==> src/shared/osccfg_pkg.sv <==
// What this block does
// six-bit frequency trim loaded from fuse table
// lock bit blocks both trim register writes
// lock bit reloaded from fuse every reset
// four-bit temperature slope trim from fuse table
// slow rc keep-running keeps it powered
// slow rc output gated unless requested
// gate opens four ticks after request when kept running; cold adds start-up ticks
// source and count frozen while enabled/stable
// software disables, waits unstable, then re-enables
// two-bit code picks 1k/16k/32k/64k start-up
// external clock source skips start-up count
// source 0 crystal, 1 external clock
// crystal runs always or only when requested
// warm crystal delivered within 2-3 ticks
// enable overrides pins, freezes source/count
// enable and keep-running need unlock key
// stable flag only when requested and stable
// unused bits read zero, writes ignored
package osccfg_pkg;

	// register indices; byte address is four times the index
	localparam logic [5:0] IDX_MAIN_STATUS = 6'h03;
	localparam logic [5:0] IDX_FREQ_TRIM = 6'h11;
	localparam logic [5:0] IDX_TEMP_TRIM = 6'h12;
	localparam logic [5:0] IDX_SLOW_CTRL = 6'h18;
	localparam logic [5:0] IDX_XTAL_CTRL = 6'h1c;
	localparam logic [5:0] IDX_UNLOCK = 6'h3f;

	// field positions
	localparam int TEMP_LOCK_BIT = 7;
	localparam int SLOW_KRS_BIT = 1;
	localparam int XTAL_EN_BIT = 0;
	localparam int XTAL_KRS_BIT = 1;
	localparam int XTAL_SEL_BIT = 2;
	localparam int XTAL_CRYSTAL_STARTUP_COUNT_LSB = 4;
	localparam int STAT_XTAL_BIT = 6;

	// reset values
	localparam logic [7:0] SLOW_CTRL_RST = 8'h00;
	localparam logic [7:0] XTAL_CTRL_RST = 8'h00;

	// write protection key and window length in clocks
	localparam logic [7:0] UNLOCK_KEY = 8'hd8;
	localparam logic [2:0] UNLOCK_CYCLES = 3'h4;

	// oscillator tick counts
	localparam int SLOW_GATE_TICKS = 4;
	localparam logic [1:0] XTAL_GATE_TICKS = 2'h2;

	// bus responses
	localparam logic [1:0] RESP_OKAY = 2'h0;
	localparam logic [1:0] RESP_SLVERR = 2'h2;

	// source type encodings
	localparam logic SRC_CRYSTAL = 1'h0;
	localparam logic SRC_EXT_CLOCK = 1'h1;

	// fuse contents captured at reset
	typedef struct packed {
		logic [1:0] freq_select;
		logic trim_lock;
	} osccfg_fuse_t;

	// factory trim tables, one entry per frequency select
	typedef logic [3:0][5:0] osccfg_ftab_t;
	typedef logic [3:0][3:0] osccfg_ttab_t;

	// decoded register
	typedef enum logic [2:0] {
		REG_NONE, REG_STAT, REG_FREQ, REG_TEMP, REG_SLOW, REG_XTAL, REG_UNLK
	} osccfg_reg_t;

endpackage

==> src/hw/osccfg_tick_cnt.sv <==
`timescale 1ns/1ps
// counts oscillator ticks up to a limit, saturating there
module osccfg_tick_cnt #(
	parameter int W = 8
) (
	// clock and reset
	input wire logic aclk,
	input wire logic aresetn,
	// control
	input wire logic clear,
	input wire logic tick,
	input wire logic [W-1:0] limit,
	// result
	output logic done
);
	import osccfg_pkg::*;

	typedef struct packed {
		logic [W-1:0] cnt; // ticks seen since clear
		logic done_ff; // count reached limit
	} osccfg_cnt_st_t;

	osccfg_cnt_st_t st_ff;
	osccfg_cnt_st_t nxt_st;

	// saturate so a long request never wraps back to closed
	always_comb begin
		nxt_st = st_ff;
		if (clear) begin
			nxt_st.cnt = '0;
		end else if (tick && (st_ff.cnt < limit)) begin
			nxt_st.cnt = st_ff.cnt + W'(1);
		end
		nxt_st.done_ff = !clear && (nxt_st.cnt >= limit);
	end

	// state register
	always_ff @(posedge aclk) begin
		if (!aresetn) begin
			st_ff <= '0;
		end else begin
			st_ff <= nxt_st;
		end
	end

	assign done = st_ff.done_ff;
endmodule // osccfg_tick_cnt

==> src/hw/osccfg_top.sv <==
`timescale 1ns/1ps
// oscillator configuration and trim with an axi4-lite register slave
module osccfg_top #(
	parameter int SLOW_STARTUP_TICKS = 8,
	parameter int XTAL_SU_1K = 1024,
	parameter int XTAL_SU_16K = 16384,
	parameter int XTAL_SU_32K = 32768,
	parameter int XTAL_SU_64K = 65536
) (
	// clock and reset
	input wire logic aclk,
	input wire logic aresetn,
	// axi4-lite write address and data
	input wire logic awvalid,
	output logic awready,
	input wire logic [7:0] awaddr,
	input wire logic wvalid,
	output logic wready,
	input wire logic [31:0] wdata,
	input wire logic [3:0] wstrb,
	// axi4-lite write response
	output logic bvalid,
	input wire logic bready,
	output logic [1:0] bresp,
	// axi4-lite read
	input wire logic arvalid,
	output logic arready,
	input wire logic [7:0] araddr,
	output logic rvalid,
	input wire logic rready,
	output logic [31:0] rdata,
	output logic [1:0] rresp,
	// fuses and factory tables
	input wire osccfg_pkg::osccfg_fuse_t osc_config_fuse,
	input wire osccfg_pkg::osccfg_ftab_t factory_freq_tbl,
	input wire osccfg_pkg::osccfg_ttab_t factory_temp_tbl,
	// slow rc oscillator
	input wire logic slow_req,
	input wire logic slow_tick,
	output logic slow_rc_power,
	output logic slow_rc_gate,
	// crystal oscillator
	input wire logic xtal_req,
	input wire logic xtal_tick,
	output logic crystal_power,
	output logic crystal_gate,
	output logic crystal_pin_override,
	output logic crystal_ext_clock,
	output logic crystal_stable_flag,
	// fast rc trims
	output logic [5:0] freq_trim,
	output logic [3:0] temp_slope_trim
);
	import osccfg_pkg::*;

	typedef struct packed {
		logic [5:0] freq_trim; // fast rc frequency trim
		logic [3:0] temp_trim; // fast rc slope trim
		logic trim_lock; // fuse lock copy
		logic slow_krs; // slow rc keep running
		logic x_en; // crystal enable
		logic x_krs; // crystal keep running
		logic x_sel; // crystal source type
		logic [1:0] x_crystal_startup_count; // crystal start-up code
		logic [2:0] unlock_cnt; // protection window left
		logic aw_held; // address waiting for data
		logic [5:0] aw_idx; // held word index
		logic w_held; // data waiting for address
		logic [7:0] wbyte; // held low data byte
		logic wstrb0; // held low lane strobe
		logic awready; // address channel ready
		logic wready; // data channel ready
		logic bvalid; // write response valid
		logic [1:0] bresp; // write response code
		logic arready; // read address ready
		logic rvalid; // read data valid
		logic [7:0] rbyte; // read data byte
		logic [1:0] rresp; // read response code
		logic slow_pwr; // slow rc powered
		logic slow_gate; // slow rc output open
		logic x_pwr; // crystal powered
		logic [1:0] x_gcnt; // ticks since warm request
		logic x_gate; // crystal output open
		logic stable; // crystal stable flag
	} osccfg_st_t;

	osccfg_st_t st_ff;
	osccfg_st_t nxt_st;
	logic slow_done; // slow gate delay elapsed
	logic su_done; // crystal start-up count elapsed
	logic x_started; // crystal usable
	logic do_wr; // write performed this cycle
	osccfg_reg_t wr_reg; // decoded write target
	logic [7:0] slow_limit;
	logic [16:0] su_limit;

	// word index to register; shared by the read and write paths
	function automatic osccfg_reg_t decode(input logic [5:0] idx);
		unique case (idx)
			IDX_MAIN_STATUS: decode = REG_STAT;
			IDX_FREQ_TRIM: decode = REG_FREQ;
			IDX_TEMP_TRIM: decode = REG_TEMP;
			IDX_SLOW_CTRL: decode = REG_SLOW;
			IDX_XTAL_CTRL: decode = REG_XTAL;
			IDX_UNLOCK: decode = REG_UNLK;
			default: decode = REG_NONE;
		endcase
	endfunction

	// start-up length from the two-bit code
	always_comb begin
		unique case (st_ff.x_crystal_startup_count)
			2'h0: su_limit = 17'(XTAL_SU_1K);
			2'h1: su_limit = 17'(XTAL_SU_16K);
			2'h2: su_limit = 17'(XTAL_SU_32K);
			2'h3: su_limit = 17'(XTAL_SU_64K);
		endcase
	end

	// warm slow rc skips the analog start-up part
	assign slow_limit = st_ff.slow_krs ? 8'(SLOW_GATE_TICKS) :
		8'(SLOW_GATE_TICKS + SLOW_STARTUP_TICKS);

	// slow rc gate delay counter, restarts with each request
	osccfg_tick_cnt #(.W(8)) u_slow_cnt (
		.aclk(aclk),
		.aresetn(aresetn),
		.clear(!slow_req),
		.tick(slow_tick),
		.limit(slow_limit),
		.done(slow_done)
	);

	// external clock needs no count, so counter is held clear
	osccfg_tick_cnt #(.W(17)) u_xtal_cnt (
		.aclk(aclk),
		.aresetn(aresetn),
		.clear(!st_ff.x_pwr || (st_ff.x_sel == SRC_EXT_CLOCK)),
		.tick(xtal_tick),
		.limit(su_limit),
		.done(su_done)
	);

	assign x_started = st_ff.x_pwr &&
		((st_ff.x_sel == SRC_EXT_CLOCK) || su_done);
	assign do_wr = st_ff.aw_held && st_ff.w_held && !st_ff.bvalid;
	assign wr_reg = decode(st_ff.aw_idx);

	// next state: bus slave, register writes, oscillator control
	always_comb begin
		logic [7:0] wb;
		wb = st_ff.wbyte;
		nxt_st = st_ff;
		// protection window runs down by itself
		if (st_ff.unlock_cnt != 3'h0) begin
			nxt_st.unlock_cnt = st_ff.unlock_cnt - 3'h1;
		end
		// address and data are taken in either order
		if (awvalid && st_ff.awready) begin
			nxt_st.aw_held = 1'b1;
			nxt_st.aw_idx = awaddr[7:2];
		end
		if (wvalid && st_ff.wready) begin
			nxt_st.w_held = 1'b1;
			nxt_st.wbyte = wdata[7:0];
			nxt_st.wstrb0 = wstrb[0];
		end
		if (st_ff.bvalid && bready) begin
			nxt_st.bvalid = 1'b0;
		end
		if (do_wr) begin
			nxt_st.aw_held = 1'b0;
			nxt_st.w_held = 1'b0;
			nxt_st.bvalid = 1'b1;
			nxt_st.bresp = (wr_reg == REG_NONE) ? RESP_SLVERR : RESP_OKAY;
			// only the low byte lane carries register bits
			if (st_ff.wstrb0) begin
				unique case (wr_reg)
					REG_FREQ: begin
						if (!st_ff.trim_lock) begin
							nxt_st.freq_trim = wb[5:0];
						end
					end
					REG_TEMP: begin
						if (!st_ff.trim_lock) begin
							nxt_st.temp_trim = wb[3:0];
						end
					end
					REG_SLOW: nxt_st.slow_krs = wb[SLOW_KRS_BIT];
					REG_XTAL: begin
						if (st_ff.unlock_cnt != 3'h0) begin
							nxt_st.x_en = wb[XTAL_EN_BIT];
							nxt_st.x_krs = wb[XTAL_KRS_BIT];
							nxt_st.unlock_cnt = 3'h0;
						end
						if (!st_ff.x_en && !st_ff.stable) begin
							nxt_st.x_sel = wb[XTAL_SEL_BIT];
							nxt_st.x_crystal_startup_count = wb[XTAL_CRYSTAL_STARTUP_COUNT_LSB +: 2];
						end
					end
					REG_UNLK: begin
						if (wb == UNLOCK_KEY) begin
							nxt_st.unlock_cnt = UNLOCK_CYCLES;
						end
					end
					default: begin
						// status and unmapped words ignore writes
					end
				endcase
			end
		end
		nxt_st.awready = !nxt_st.aw_held && !nxt_st.bvalid;
		nxt_st.wready = !nxt_st.w_held && !nxt_st.bvalid;
		// read: one word at a time, answered the cycle after
		if (st_ff.rvalid && rready) begin
			nxt_st.rvalid = 1'b0;
		end
		if (arvalid && st_ff.arready) begin
			nxt_st.rvalid = 1'b1;
			nxt_st.rresp = RESP_OKAY;
			nxt_st.rbyte = 8'h00;
			unique case (decode(araddr[7:2]))
				REG_STAT: nxt_st.rbyte[STAT_XTAL_BIT] = st_ff.stable;
				REG_FREQ: nxt_st.rbyte[5:0] = st_ff.freq_trim;
				REG_TEMP: begin
					nxt_st.rbyte[3:0] = st_ff.temp_trim;
					nxt_st.rbyte[TEMP_LOCK_BIT] = st_ff.trim_lock;
				end
				REG_SLOW: nxt_st.rbyte[SLOW_KRS_BIT] = st_ff.slow_krs;
				REG_XTAL: begin
					nxt_st.rbyte[XTAL_EN_BIT] = st_ff.x_en;
					nxt_st.rbyte[XTAL_KRS_BIT] = st_ff.x_krs;
					nxt_st.rbyte[XTAL_SEL_BIT] = st_ff.x_sel;
					nxt_st.rbyte[XTAL_CRYSTAL_STARTUP_COUNT_LSB +: 2] = st_ff.x_crystal_startup_count;
				end
				REG_UNLK: nxt_st.rbyte = 8'h00;
				REG_NONE: nxt_st.rresp = RESP_SLVERR;
			endcase
		end
		nxt_st.arready = !nxt_st.rvalid;
		// slow rc: power on keep-running or request, gate on request
		nxt_st.slow_pwr = st_ff.slow_krs || slow_req;
		nxt_st.slow_gate = slow_req && slow_done;
		// crystal: needs enable, then keep-running or a request
		nxt_st.x_pwr = st_ff.x_en && (st_ff.x_krs || xtal_req);
		// warm gate counts two ticks, registered into the third
		if (!(xtal_req && x_started)) begin
			nxt_st.x_gcnt = 2'h0;
		end else if (xtal_tick && (st_ff.x_gcnt < XTAL_GATE_TICKS)) begin
			nxt_st.x_gcnt = st_ff.x_gcnt + 2'h1;
		end
		nxt_st.x_gate = xtal_req && x_started &&
			(nxt_st.x_gcnt == XTAL_GATE_TICKS);
		// flag hides a crystal that runs but is not requested
		nxt_st.stable = xtal_req && x_started;
	end

	// state register; fuse loads happen on every reset cycle
	always_ff @(posedge aclk) begin
		if (!aresetn) begin
			st_ff <= '0;
			st_ff.freq_trim <=
				factory_freq_tbl[osc_config_fuse.freq_select];
			st_ff.temp_trim <=
				factory_temp_tbl[osc_config_fuse.freq_select];
			st_ff.trim_lock <= osc_config_fuse.trim_lock;
			st_ff.slow_krs <= SLOW_CTRL_RST[SLOW_KRS_BIT];
			st_ff.x_en <= XTAL_CTRL_RST[XTAL_EN_BIT];
			st_ff.x_krs <= XTAL_CTRL_RST[XTAL_KRS_BIT];
			st_ff.x_sel <= XTAL_CTRL_RST[XTAL_SEL_BIT];
			st_ff.x_crystal_startup_count <= XTAL_CTRL_RST[XTAL_CRYSTAL_STARTUP_COUNT_LSB +: 2];
		end else begin
			st_ff <= nxt_st;
		end
	end

	// outputs straight from the state register
	assign awready = st_ff.awready;
	assign wready = st_ff.wready;
	assign bvalid = st_ff.bvalid;
	assign bresp = st_ff.bresp;
	assign arready = st_ff.arready;
	assign rvalid = st_ff.rvalid;
	assign rdata = {24'h000000, st_ff.rbyte};
	assign rresp = st_ff.rresp;
	assign slow_rc_power = st_ff.slow_pwr;
	assign slow_rc_gate = st_ff.slow_gate;
	assign crystal_power = st_ff.x_pwr;
	assign crystal_gate = st_ff.x_gate;
	assign crystal_pin_override = st_ff.x_en;
	assign crystal_ext_clock = st_ff.x_sel;
	assign crystal_stable_flag = st_ff.stable;
	assign freq_trim = st_ff.freq_trim;
	assign temp_slope_trim = st_ff.temp_trim;
endmodule // osccfg_top

==> config.mk <==
export PLATFORM = sky130hd
export DESIGN_NAME = osccfg_top
export DESIGN_NICKNAME = d
export VERILOG_FILES = /design/src/shared/osccfg_pkg.sv /design/src/hw/osccfg_tick_cnt.sv /design/src/hw/osccfg_top.sv
export SDC_FILE = /design/constraint.sdc
export NUM_CORES = 1
export LEC_CHECK = 0
export ABC_CLOCK_PERIOD_IN_PS = 4110
export BUFFER_PORTS_ARGS = -buffer_cell sky130_fd_sc_hd__buf_2
export CORE_AREA = 5 5 103 105
export CTS_CLUSTER_SIZE = 40
export DETAILED_ROUTE_END_ITERATION = 10
export DIE_AREA = 0 0 108 110
export PLACE_DENSITY = 0.8
export SLEW_MARGIN = 25
export SYNTH_ARGS = -nofsm -noshare
export SYNTH_HDL_FRONTEND = slang
export SYNTH_SLANG_ARGS = --single-unit
==> constraint.sdc <==
create_clock -name aclk -period 4.11 [get_ports aclk]
set_input_delay 0.411 -clock aclk [delete_from_list [all_inputs] [get_ports aclk]]
set_output_delay 0.411 -clock aclk [all_outputs]
set_load 0.05 [all_outputs]
**Word level (Yosys, flattened, before mapping)**

Cells that the tools add are included.

- Register bits after elaboration: 88
- Word-level logic and storage cells: 164

- Add/subtract/negate cells: 4
- $lt $le $gt $ge: 6
- Equality and inequality tests: 32
- Muxes and demuxes: 48
- Reduce and logical (&&, ||, !) cells: 42

Operator list:

| kind | count |
|---|---|
| $pmux W17 S4 | 1 |
| $mux W61 | 1 |
| $eq A6 B5 Y1 const B | 8 |
| $mux W10 | 4 |
| $pmux W3 S6 | 2 |
| $mux W17 | 2 |
| $logic_and A1 B1 Y1 | 20 |
| $mux W3 | 6 |
| $mux W6 | 3 |
| $add A17 B1 Y17 const B | 1 |
| $ge A17 B17 Y1 | 1 |
| $lt A17 B17 Y1 | 1 |
| $mux W4 | 4 |
| $mux W8 | 2 |
| $reduce_and A4 Y1 | 4 |
| $eq A3 B3 Y1 const B | 5 |
| $bmux W6 S2 | 1 |
| $eq A3 B2 Y1 const B | 4 |
| $eq A6 B2 Y1 const B | 2 |
| $eq A6 B6 Y1 const B | 2 |
| $mux W11 | 1 |
| $mux W2 | 5 |
| $logic_not A1 Y1 | 9 |
| $mux W9 | 1 |
| 27 further kinds | 42 |

**Depth between registers and ports, before layout**

Gate-level depths: netlist (run 1).

- Word-level depth: 9
- Mapped depth: 15
- Depth with buffers taken out: 14

**Modules after synthesis**

From an unflattened synthesis (run 1), not the netlist that was laid out.

- Cell total of the unflattened synthesis: 706
- Area, all modules: 6044.5 um^2

By module, submodules not included:

| module | instances | cells an instance | area each (um^2) | seq. area each (um^2) |
|---|---|---|---|---|
| osccfg_top | 1 | 356 | 3204.3 | 1291.2 |
| osccfg_tick_cnt at u_xtal_cnt | 1 | 251 | 2021.9 | 360.3 |
| osccfg_tick_cnt at u_slow_cnt | 1 | 99 | 818.3 | 180.2 |

**Worst setup path after synthesis (run 1)**

Ideal clock, no wire load.

- Path type: register to register
- Start: register st_ff[45] (netlist bit)
- End: register u_xtal_cnt.st_ff (netlist bit u_xtal_cnt.done)
- Library setup time: 0.122 ns
- Data arrival time: 2.829 ns
- Data required time: 3.988 ns
- Path slack: 1.160 ns
- Cell stages (with the launch flop): 16
- Path buffers: 1
- Period minus slack after synthesis: 2.950 ns
- Cell sequence: dfxtp_1 > nand2b_1 > ha_1 > o211ai_1 > a31oi_1 > buf_6 > or2_4 > or3_4 > nor2_1 > xnor2_1 > nor2_1 > ha_1 > o21ai_0 > nand2b_1 > a31oi_1 > o21ai_1

RTL lines:

| what | line | source |
|---|---|---|
| from (decl) | osccfg_top.sv:87 | `osccfg_st_t st_ff;` |
| from (signal assigned) | osccfg_top.sv:273 | `st_ff <= nxt_st;` |
| to (signal assigned) | osccfg_tick_cnt.sv:42 | `st_ff <= nxt_st;` |
| to (decl) | osccfg_tick_cnt.sv:23 | `osccfg_cnt_st_t st_ff;` |

==> run metrics, run 1 <==
Hold-fix buffers, CTS 0; core footprint 9550 um^2; Layout Nets 741; FF-to-FF End u_xtal_cnt.done$_SDFF_PN0_; CP startpoint kind register; Tot Pwr 1900 uW; DR pass1 iterations 4; I/O Pins 164; ANT nets after route 0; share of layout cells above drive strength 1 23.5%; reg2reg start st_ff[44]$_SDFFE_PN0P_; WP buf/inv 0; starting density of the core 49.8%; # resized after CTS 0; DRT Wirelength 11,400 um; setup ws final 0.733 ns; total grt overflow 0; fill count 857; routability cong. 0.869; Clk pin slew, worst setup/hold paths 0.09 ns; Via Count 4,124; FF/Latch Area 1830 um^2; FMAX 296 MHz; synth cell count leaders 83 x nand2_1, 75 x dfxtp_1, 61 x nor2_1, 46 x buf_4, 33 x a21oi_1; Die X 108 um; Final Hold Viols 0; register area share after synthesis 38.5%; initial antenna violation count 0; first-pass GRT wire length 18,600 um; area of the multi-input gates 2530 um^2; TritonCTS clock tree yes; Worst EP required 4.34 ns; max_cap viols 0; Tightest Pin Transition 0.945 ns; Yosys Warn Count 0; Worst Setup End Kind register; most frequent cell after synthesis nand2_1; Mean Syn Cell Area 8.66 um^2; DRC viols 0; Skew-Pair Late Insertion Delay 0.36 ns; Setup-failing EPs final 0; leading area contributor after synthesis dfxtp_1; hold-critical path depth 1; largest net degree at the start of global routing 52; GRT Overall Usage 19.6%; skew final 0.0132 ns; crit share post-route 82.2%; hold endpoint nxt_st[50]$_DFFE_PN_; area share of the largest cell type after synthesis 31.6%; # port buffers 106; # H-tree levels 3; PwrDens 358 nW/um^2; most common flop cell mapped by yosys dfxtp_1; slowest stage delay, CP 0.70 ns; RSZ-0062 raised after global routing no; Post-CTS Setup Inserts 0; minimum clock period after layout 3.38 ns; FF-to-FF setup slack 0.73 ns; Pleak 0.00221 uW; CP Cell Sequence nand2_1 > ha_1 > o211ai_1 > a31oi_1 > or2_4 > or3_4 > nor2_1 > xnor2_1 > nor2_1 > ha_1 > o21ai_0 > nand2b_1 > a31oi_1 > o21ai_1; Max-Slew Margin vs Limit 36.7%; dpl hpwl 8760 um; FP Rows 36; peak supply drop 225 uV; number of synthesized register bits 86; family with the most delay on the worst path compound AO/OA/AOI/OAI gates; Crit Path Category register to register; r2r worst-path depth 14; Die Height 110 um; die footprint 11,900 um^2; Netlist cell types 65; vias in the first global route 4,152; WP data arrival 3.61 ns; Final Max Slew Viols 0; Post-Syn Instances 549; top post-synthesis cells by area dfxtp_1 32%, buf_4 7.3%, edfxtp_1 6.9%; Via density 5.43; pre-CTS setup slack 0.802 ns; Worst Hold Launch osc_config_fuse[0]; root buffer cell clkbuf_8; synthesized area 4760 um^2; slowest cell on the critical path a31oi_1; worst-path maximum fanout 12; Clock Path Buffers 2; Num CTS Buffers 9; Ant. Diodes 0; Area Growth Syn to Fin 11.5%; Starting DRT DRC Count 319; Hold WC Path Type input port to register; run status finished, final reports clean; DR WL/cell 15.0 um; number of synthesized flops with an enable pin 11; Sinks on Clock Net 86; Async S/R FF share, synth 0%; Fin Setup TNS 0 ns
-- layout make-up --
cell class	instances	area share [%]
clock buffer	9	2.34
clock inverter	7	1.58
inverter	8	0.566
timing repair buffer	107	10.1
sequential	86	34.6
tap	133	3.14
multi-input combinational	409	47.7
-- registers in the layout (all words and copies together), names as in the netlist --
| name | cells |
|---|---|
| bresp | 1 |
| temp_slope_trim | 4 |
| crystal_ext_clock | 1 |
| bvalid | 1 |
| nxt_st | 1 |
| crystal_pin_override | 1 |
| wready | 1 |
| slow_rc_power | 1 |
| rresp | 1 |
| rdata | 8 |
| u_slow_cnt.st_ff | 8 |
| awready | 1 |
| freq_trim | 6 |
| crystal_power | 1 |
| rvalid | 1 |
| u_xtal_cnt.st_ff | 17 |
| st_ff | 26 |
| arready | 1 |
| u_slow_cnt.done | 1 |
| crystal_stable_flag | 1 |
| crystal_gate | 1 |
| slow_rc_gate | 1 |
| u_xtal_cnt.done | 1 |
-- metal layers --
metal	vias up	wire length (um)	track usage [%]
li1	1999	-	-
met1	1926	4480	22.2
met2	170	5680	35.2
met3	29	886	5.30
met4	0	326	7.48
met5	-	0	0
-- through the flow --
step / cells / hold WS (ns) / utilization [%] / area, um^2
after floorplan: 574 / 0.432 / - / 4850
after global placement: 743 / 0.438 / 53.3 / 5090
after detailed placement: 743 / 0.444 / 53.3 / 5090
after CTS: 759 / 0.218 / 55.5 / 5300
after global routing: 759 / 0.213 / 55.5 / 5300
final: 759 / 0.233 / 55.5 / 5300
-- cells by family after synthesis --
group | count (synthesis) | share of synthesized area, %
compound gates | 78 | 10.7
xor+xnor | 21 | 3.87
fa+ha+maj | 14 | 3.68
buf+inv | 79 | 10.4
flops | 86 | 38.5
mux | 20 | 6.89
other cells | 1 | 0.0789
simple gates | 250 | 25.8
-- placed cells by master, fill, tap and decap left out, drive strengths merged, types with 10 or more instances in the layout --
cell type  netlist  final
xnor2           13     13
conb             1     26
o21ai           11     11
edfxtp          11     11
a21oi           33     33
nand2           83     83
buf             54    107
dfxtp           75     75
and3            13     13
nor3            16     16
ha              14     14
nor2            61     61
inv              7     12
nand3           21     21
mux4            10     10
-- power by group --
group | total [uW] | switching, uW | leakage [uW] | internal, uW
Clock | 629 | 335 | 0.000103 | 294
Combinational | 349 | 232 | 0.00139 | 118
Sequential | 922 | 31.3 | 0.000720 | 890
-- worst register-to-register path, cell delays in order (launching register included) --
cell	delay, ns
dfxtp_1	0.42
nand2_1	0.12
ha_1	0.31
o211ai_1	0.08
a31oi_1	0.70
or2_4	0.29
or3_4	0.15
nor2_1	0.06
xnor2_1	0.20
nor2_1	0.07
ha_1	0.32
o21ai_0	0.17
nand2b_1	0.08
a31oi_1	0.20
o21ai_1	0.10
-- how the worst max path moves through the flow --
stage                     cells after the start                         end                    from
after global placement                       14  u_xtal_cnt.done$_SDFF_PN0_  st_ff[45]$_SDFFE_PN0P_
after CTS                                    14  u_xtal_cnt.done$_SDFF_PN0_  st_ff[45]$_SDFFE_PN0P_
after global routing                         14  u_xtal_cnt.done$_SDFF_PN0_  st_ff[45]$_SDFFE_PN0P_
final                                        14  u_xtal_cnt.done$_SDFF_PN0_  st_ff[44]$_SDFFE_PN0P_
after detailed placement                     14  u_xtal_cnt.done$_SDFF_PN0_  st_ff[44]$_SDFFE_PN0P_
after floorplan                              15  u_xtal_cnt.done$_SDFF_PN0_  st_ff[45]$_SDFFE_PN0P_
Note: power is estimated with default switching activity, not from simulation.
==> run 2, diff against run 1 <==
--- a/config.mk
+++ b/config.mk
@@ -5,13 +5,13 @@
 export SDC_FILE = /design/constraint.sdc
 export NUM_CORES = 1
 export LEC_CHECK = 0
-export ABC_CLOCK_PERIOD_IN_PS = 4110
+export ABC_CLOCK_PERIOD_IN_PS = 3100
 export BUFFER_PORTS_ARGS = -buffer_cell sky130_fd_sc_hd__buf_2
-export CORE_AREA = 5 5 103 105
+export CORE_AREA = 5 5 108 110
 export CTS_CLUSTER_SIZE = 40
 export DETAILED_ROUTE_END_ITERATION = 10
-export DIE_AREA = 0 0 108 110
-export PLACE_DENSITY = 0.8
+export DIE_AREA = 0 0 113 115
+export PLACE_DENSITY = 0.76
 export SLEW_MARGIN = 25
 export SYNTH_ARGS = -nofsm -noshare
 export SYNTH_HDL_FRONTEND = slang
==> constraint.sdc (replaced) <==
create_clock -name aclk -period 3.1 [get_ports aclk]
set_input_delay 0.31 -clock aclk [delete_from_list [all_inputs] [get_ports aclk]]
set_output_delay 0.31 -clock aclk [all_outputs]
set_load 0.05 [all_outputs]
==> run metrics, run 2 (same netlist as run 1, synthesis figures left out) <==
starting density of the core 44.9%; max_cap viols 0; Setup-failing EPs final 0; Tightest Pin Transition 0.744 ns; WP data arrival 3.15 ns; skew final 0.0128 ns; TritonCTS clock tree yes; Max-Slew Margin vs Limit 50.0%; number of flip-flops in the largest register 26; DR WL/cell 14.6 um; minimum clock period after layout 2.90 ns; share of layout cells above drive strength 1 25.2%; commonest non-fill, non-tap cell in the layout buf_2; Ant. Diodes 0; dpl hpwl 8830 um; crit share post-route 93.6%; largest registers st_ff x26, u_xtal_cnt.st_ff x17; Skew-Pair Late Insertion Delay 0.37 ns; FMAX 345 MHz; Pleak 0.00229 uW; core footprint 10,600 um^2; routability cong. 0.913; commonest non-fill, non-tap cells in the layout 106 x buf_2, 83 x nand2_1, 73 x dfxtp_1; DR pass1 iterations 5; CP startpoint kind register; Clk pin slew, worst setup/hold paths 0.09 ns; Die X 113 um; PwrDens 472 nW/um^2; I/O Pins 164; total grt overflow 0; Via density 5.31; Sinks on Clock Net 86; Die Height 115 um; largest net degree at the start of global routing 45; run status finished, final reports clean; final std cells w/o fill 776; Final Max Slew Viols 0; Crit Path Category register to register; # port buffers 106; # H-tree levels 3; worst-path maximum fanout 6; setup ws final 0.199 ns; vias in the first global route 3,808; first-pass GRT wire length 17,900 um; Worst Setup End Kind register; Clock Path Buffers 2; FP Rows 38; root buffer cell clkbuf_8; post-route cell area 5420 um^2; DRT Wirelength 11,300 um; Post-DP Area 5160 um^2; Hold WC Path Type input port to register; die footprint 13,000 um^2; Worst EP required 3.35 ns; DRC viols 0; initial antenna violation count 0; placed insts 758; ANT nets after route 0; peak supply drop 209 uV; GRT Overall Usage 17.1%; Layout Nets 751; pre-CTS setup slack 0.0860 ns; Fin Setup TNS 0 ns; RSZ-0062 raised after global routing no; Num CTS Buffers 9; Via Count 4,117; Starting DRT DRC Count 230; register with the most flip-flops st_ff; Area Growth Syn to Fin 14.0%; fill count 999; Final Hold Viols 0
## run 2: cell count changes in the layout (fill, tap and decap cells not counted), sizes merged
cell / change
buf: +10
bufinv: +1
clkinv: +2
inv: -4
clkbuf: +1
## run 2: cell type report
type	count	area, um^2	area share [%]
clock buffer	10	128	2.35
clock inverter	6	93.8	1.73
inverter	8	30.0	0.554
multi-input combinational	409	2540	46.9
sequential	86	1840	33.9
tap	140	175	3.23
timing repair buffer	117	613	11.3
## run 2: critical path, stage by stage, from the launching register on
cell and delay, ns:
dfxtp_4 0.37, nand2b_4 0.14, ha_1 0.27, o211ai_1 0.16
a31oi_1 0.09, or2_4 0.27, or3_4 0.36, nor3_4 0.22
xnor2_2 0.14, nor2_1 0.08, ha_1 0.30, and3_1 0.16
a31oi_1 0.15, o21ai_1 0.08
## run 2: report_power, final
part | switching (uW) | internal (uW) | total (uW)
logic | 312 | 159 | 471
registers | 39.6 | 1180 | 1220
clock network | 412 | 459 | 871
## run 2: worst paths after layout
check,from,cells past startpoint,endpoint,slack [ns]
worst min-delay path,osc_config_fuse[0],1,nxt_st[50]$_DFFE_PN_,0.11
worst max register to register,st_ff[45]$_SDFFE_PN0P_,13,u_xtal_cnt.done$_SDFF_PN0_,0.20
worst max-delay path,st_ff[45]$_SDFFE_PN0P_,13,u_xtal_cnt.done$_SDFF_PN0_,0.20
worst min register to register,bresp[1]$_SDFFE_PN0P_,2,bresp[1]$_SDFFE_PN0P_,0.46
## run 2: per-stage QoR
step,util (%),total power (uW),hold slack [ns]
final,51.1,2560,0.114
after global routing,51.1,2690,0.0783
after CTS,50.7,2580,0.0927
after detailed placement,48.6,1710,0.451
after global placement,48.6,1690,0.444
after floorplan,-,1630,0.409
## run 2: metal layers
metal  global-route usage (%)  share of wire (%)  up-vias  wire (um)
met3                     5.63                8.0       11        908
met2                     27.2                 46      160       5190
met4                     5.29                1.2        0        137
met1                     22.3                 45     1920       5100
met5                        0                  0        -          0
li1                         -                  -     2026          -
## run 2: what timing repair did
item | 4_1_cts | 5_1_grt
endpoints found under the setup margin | 0 | 1
hold buffers | 0 | 0
gates resized for setup | 0 | 8
setup buffers | 0 | 2
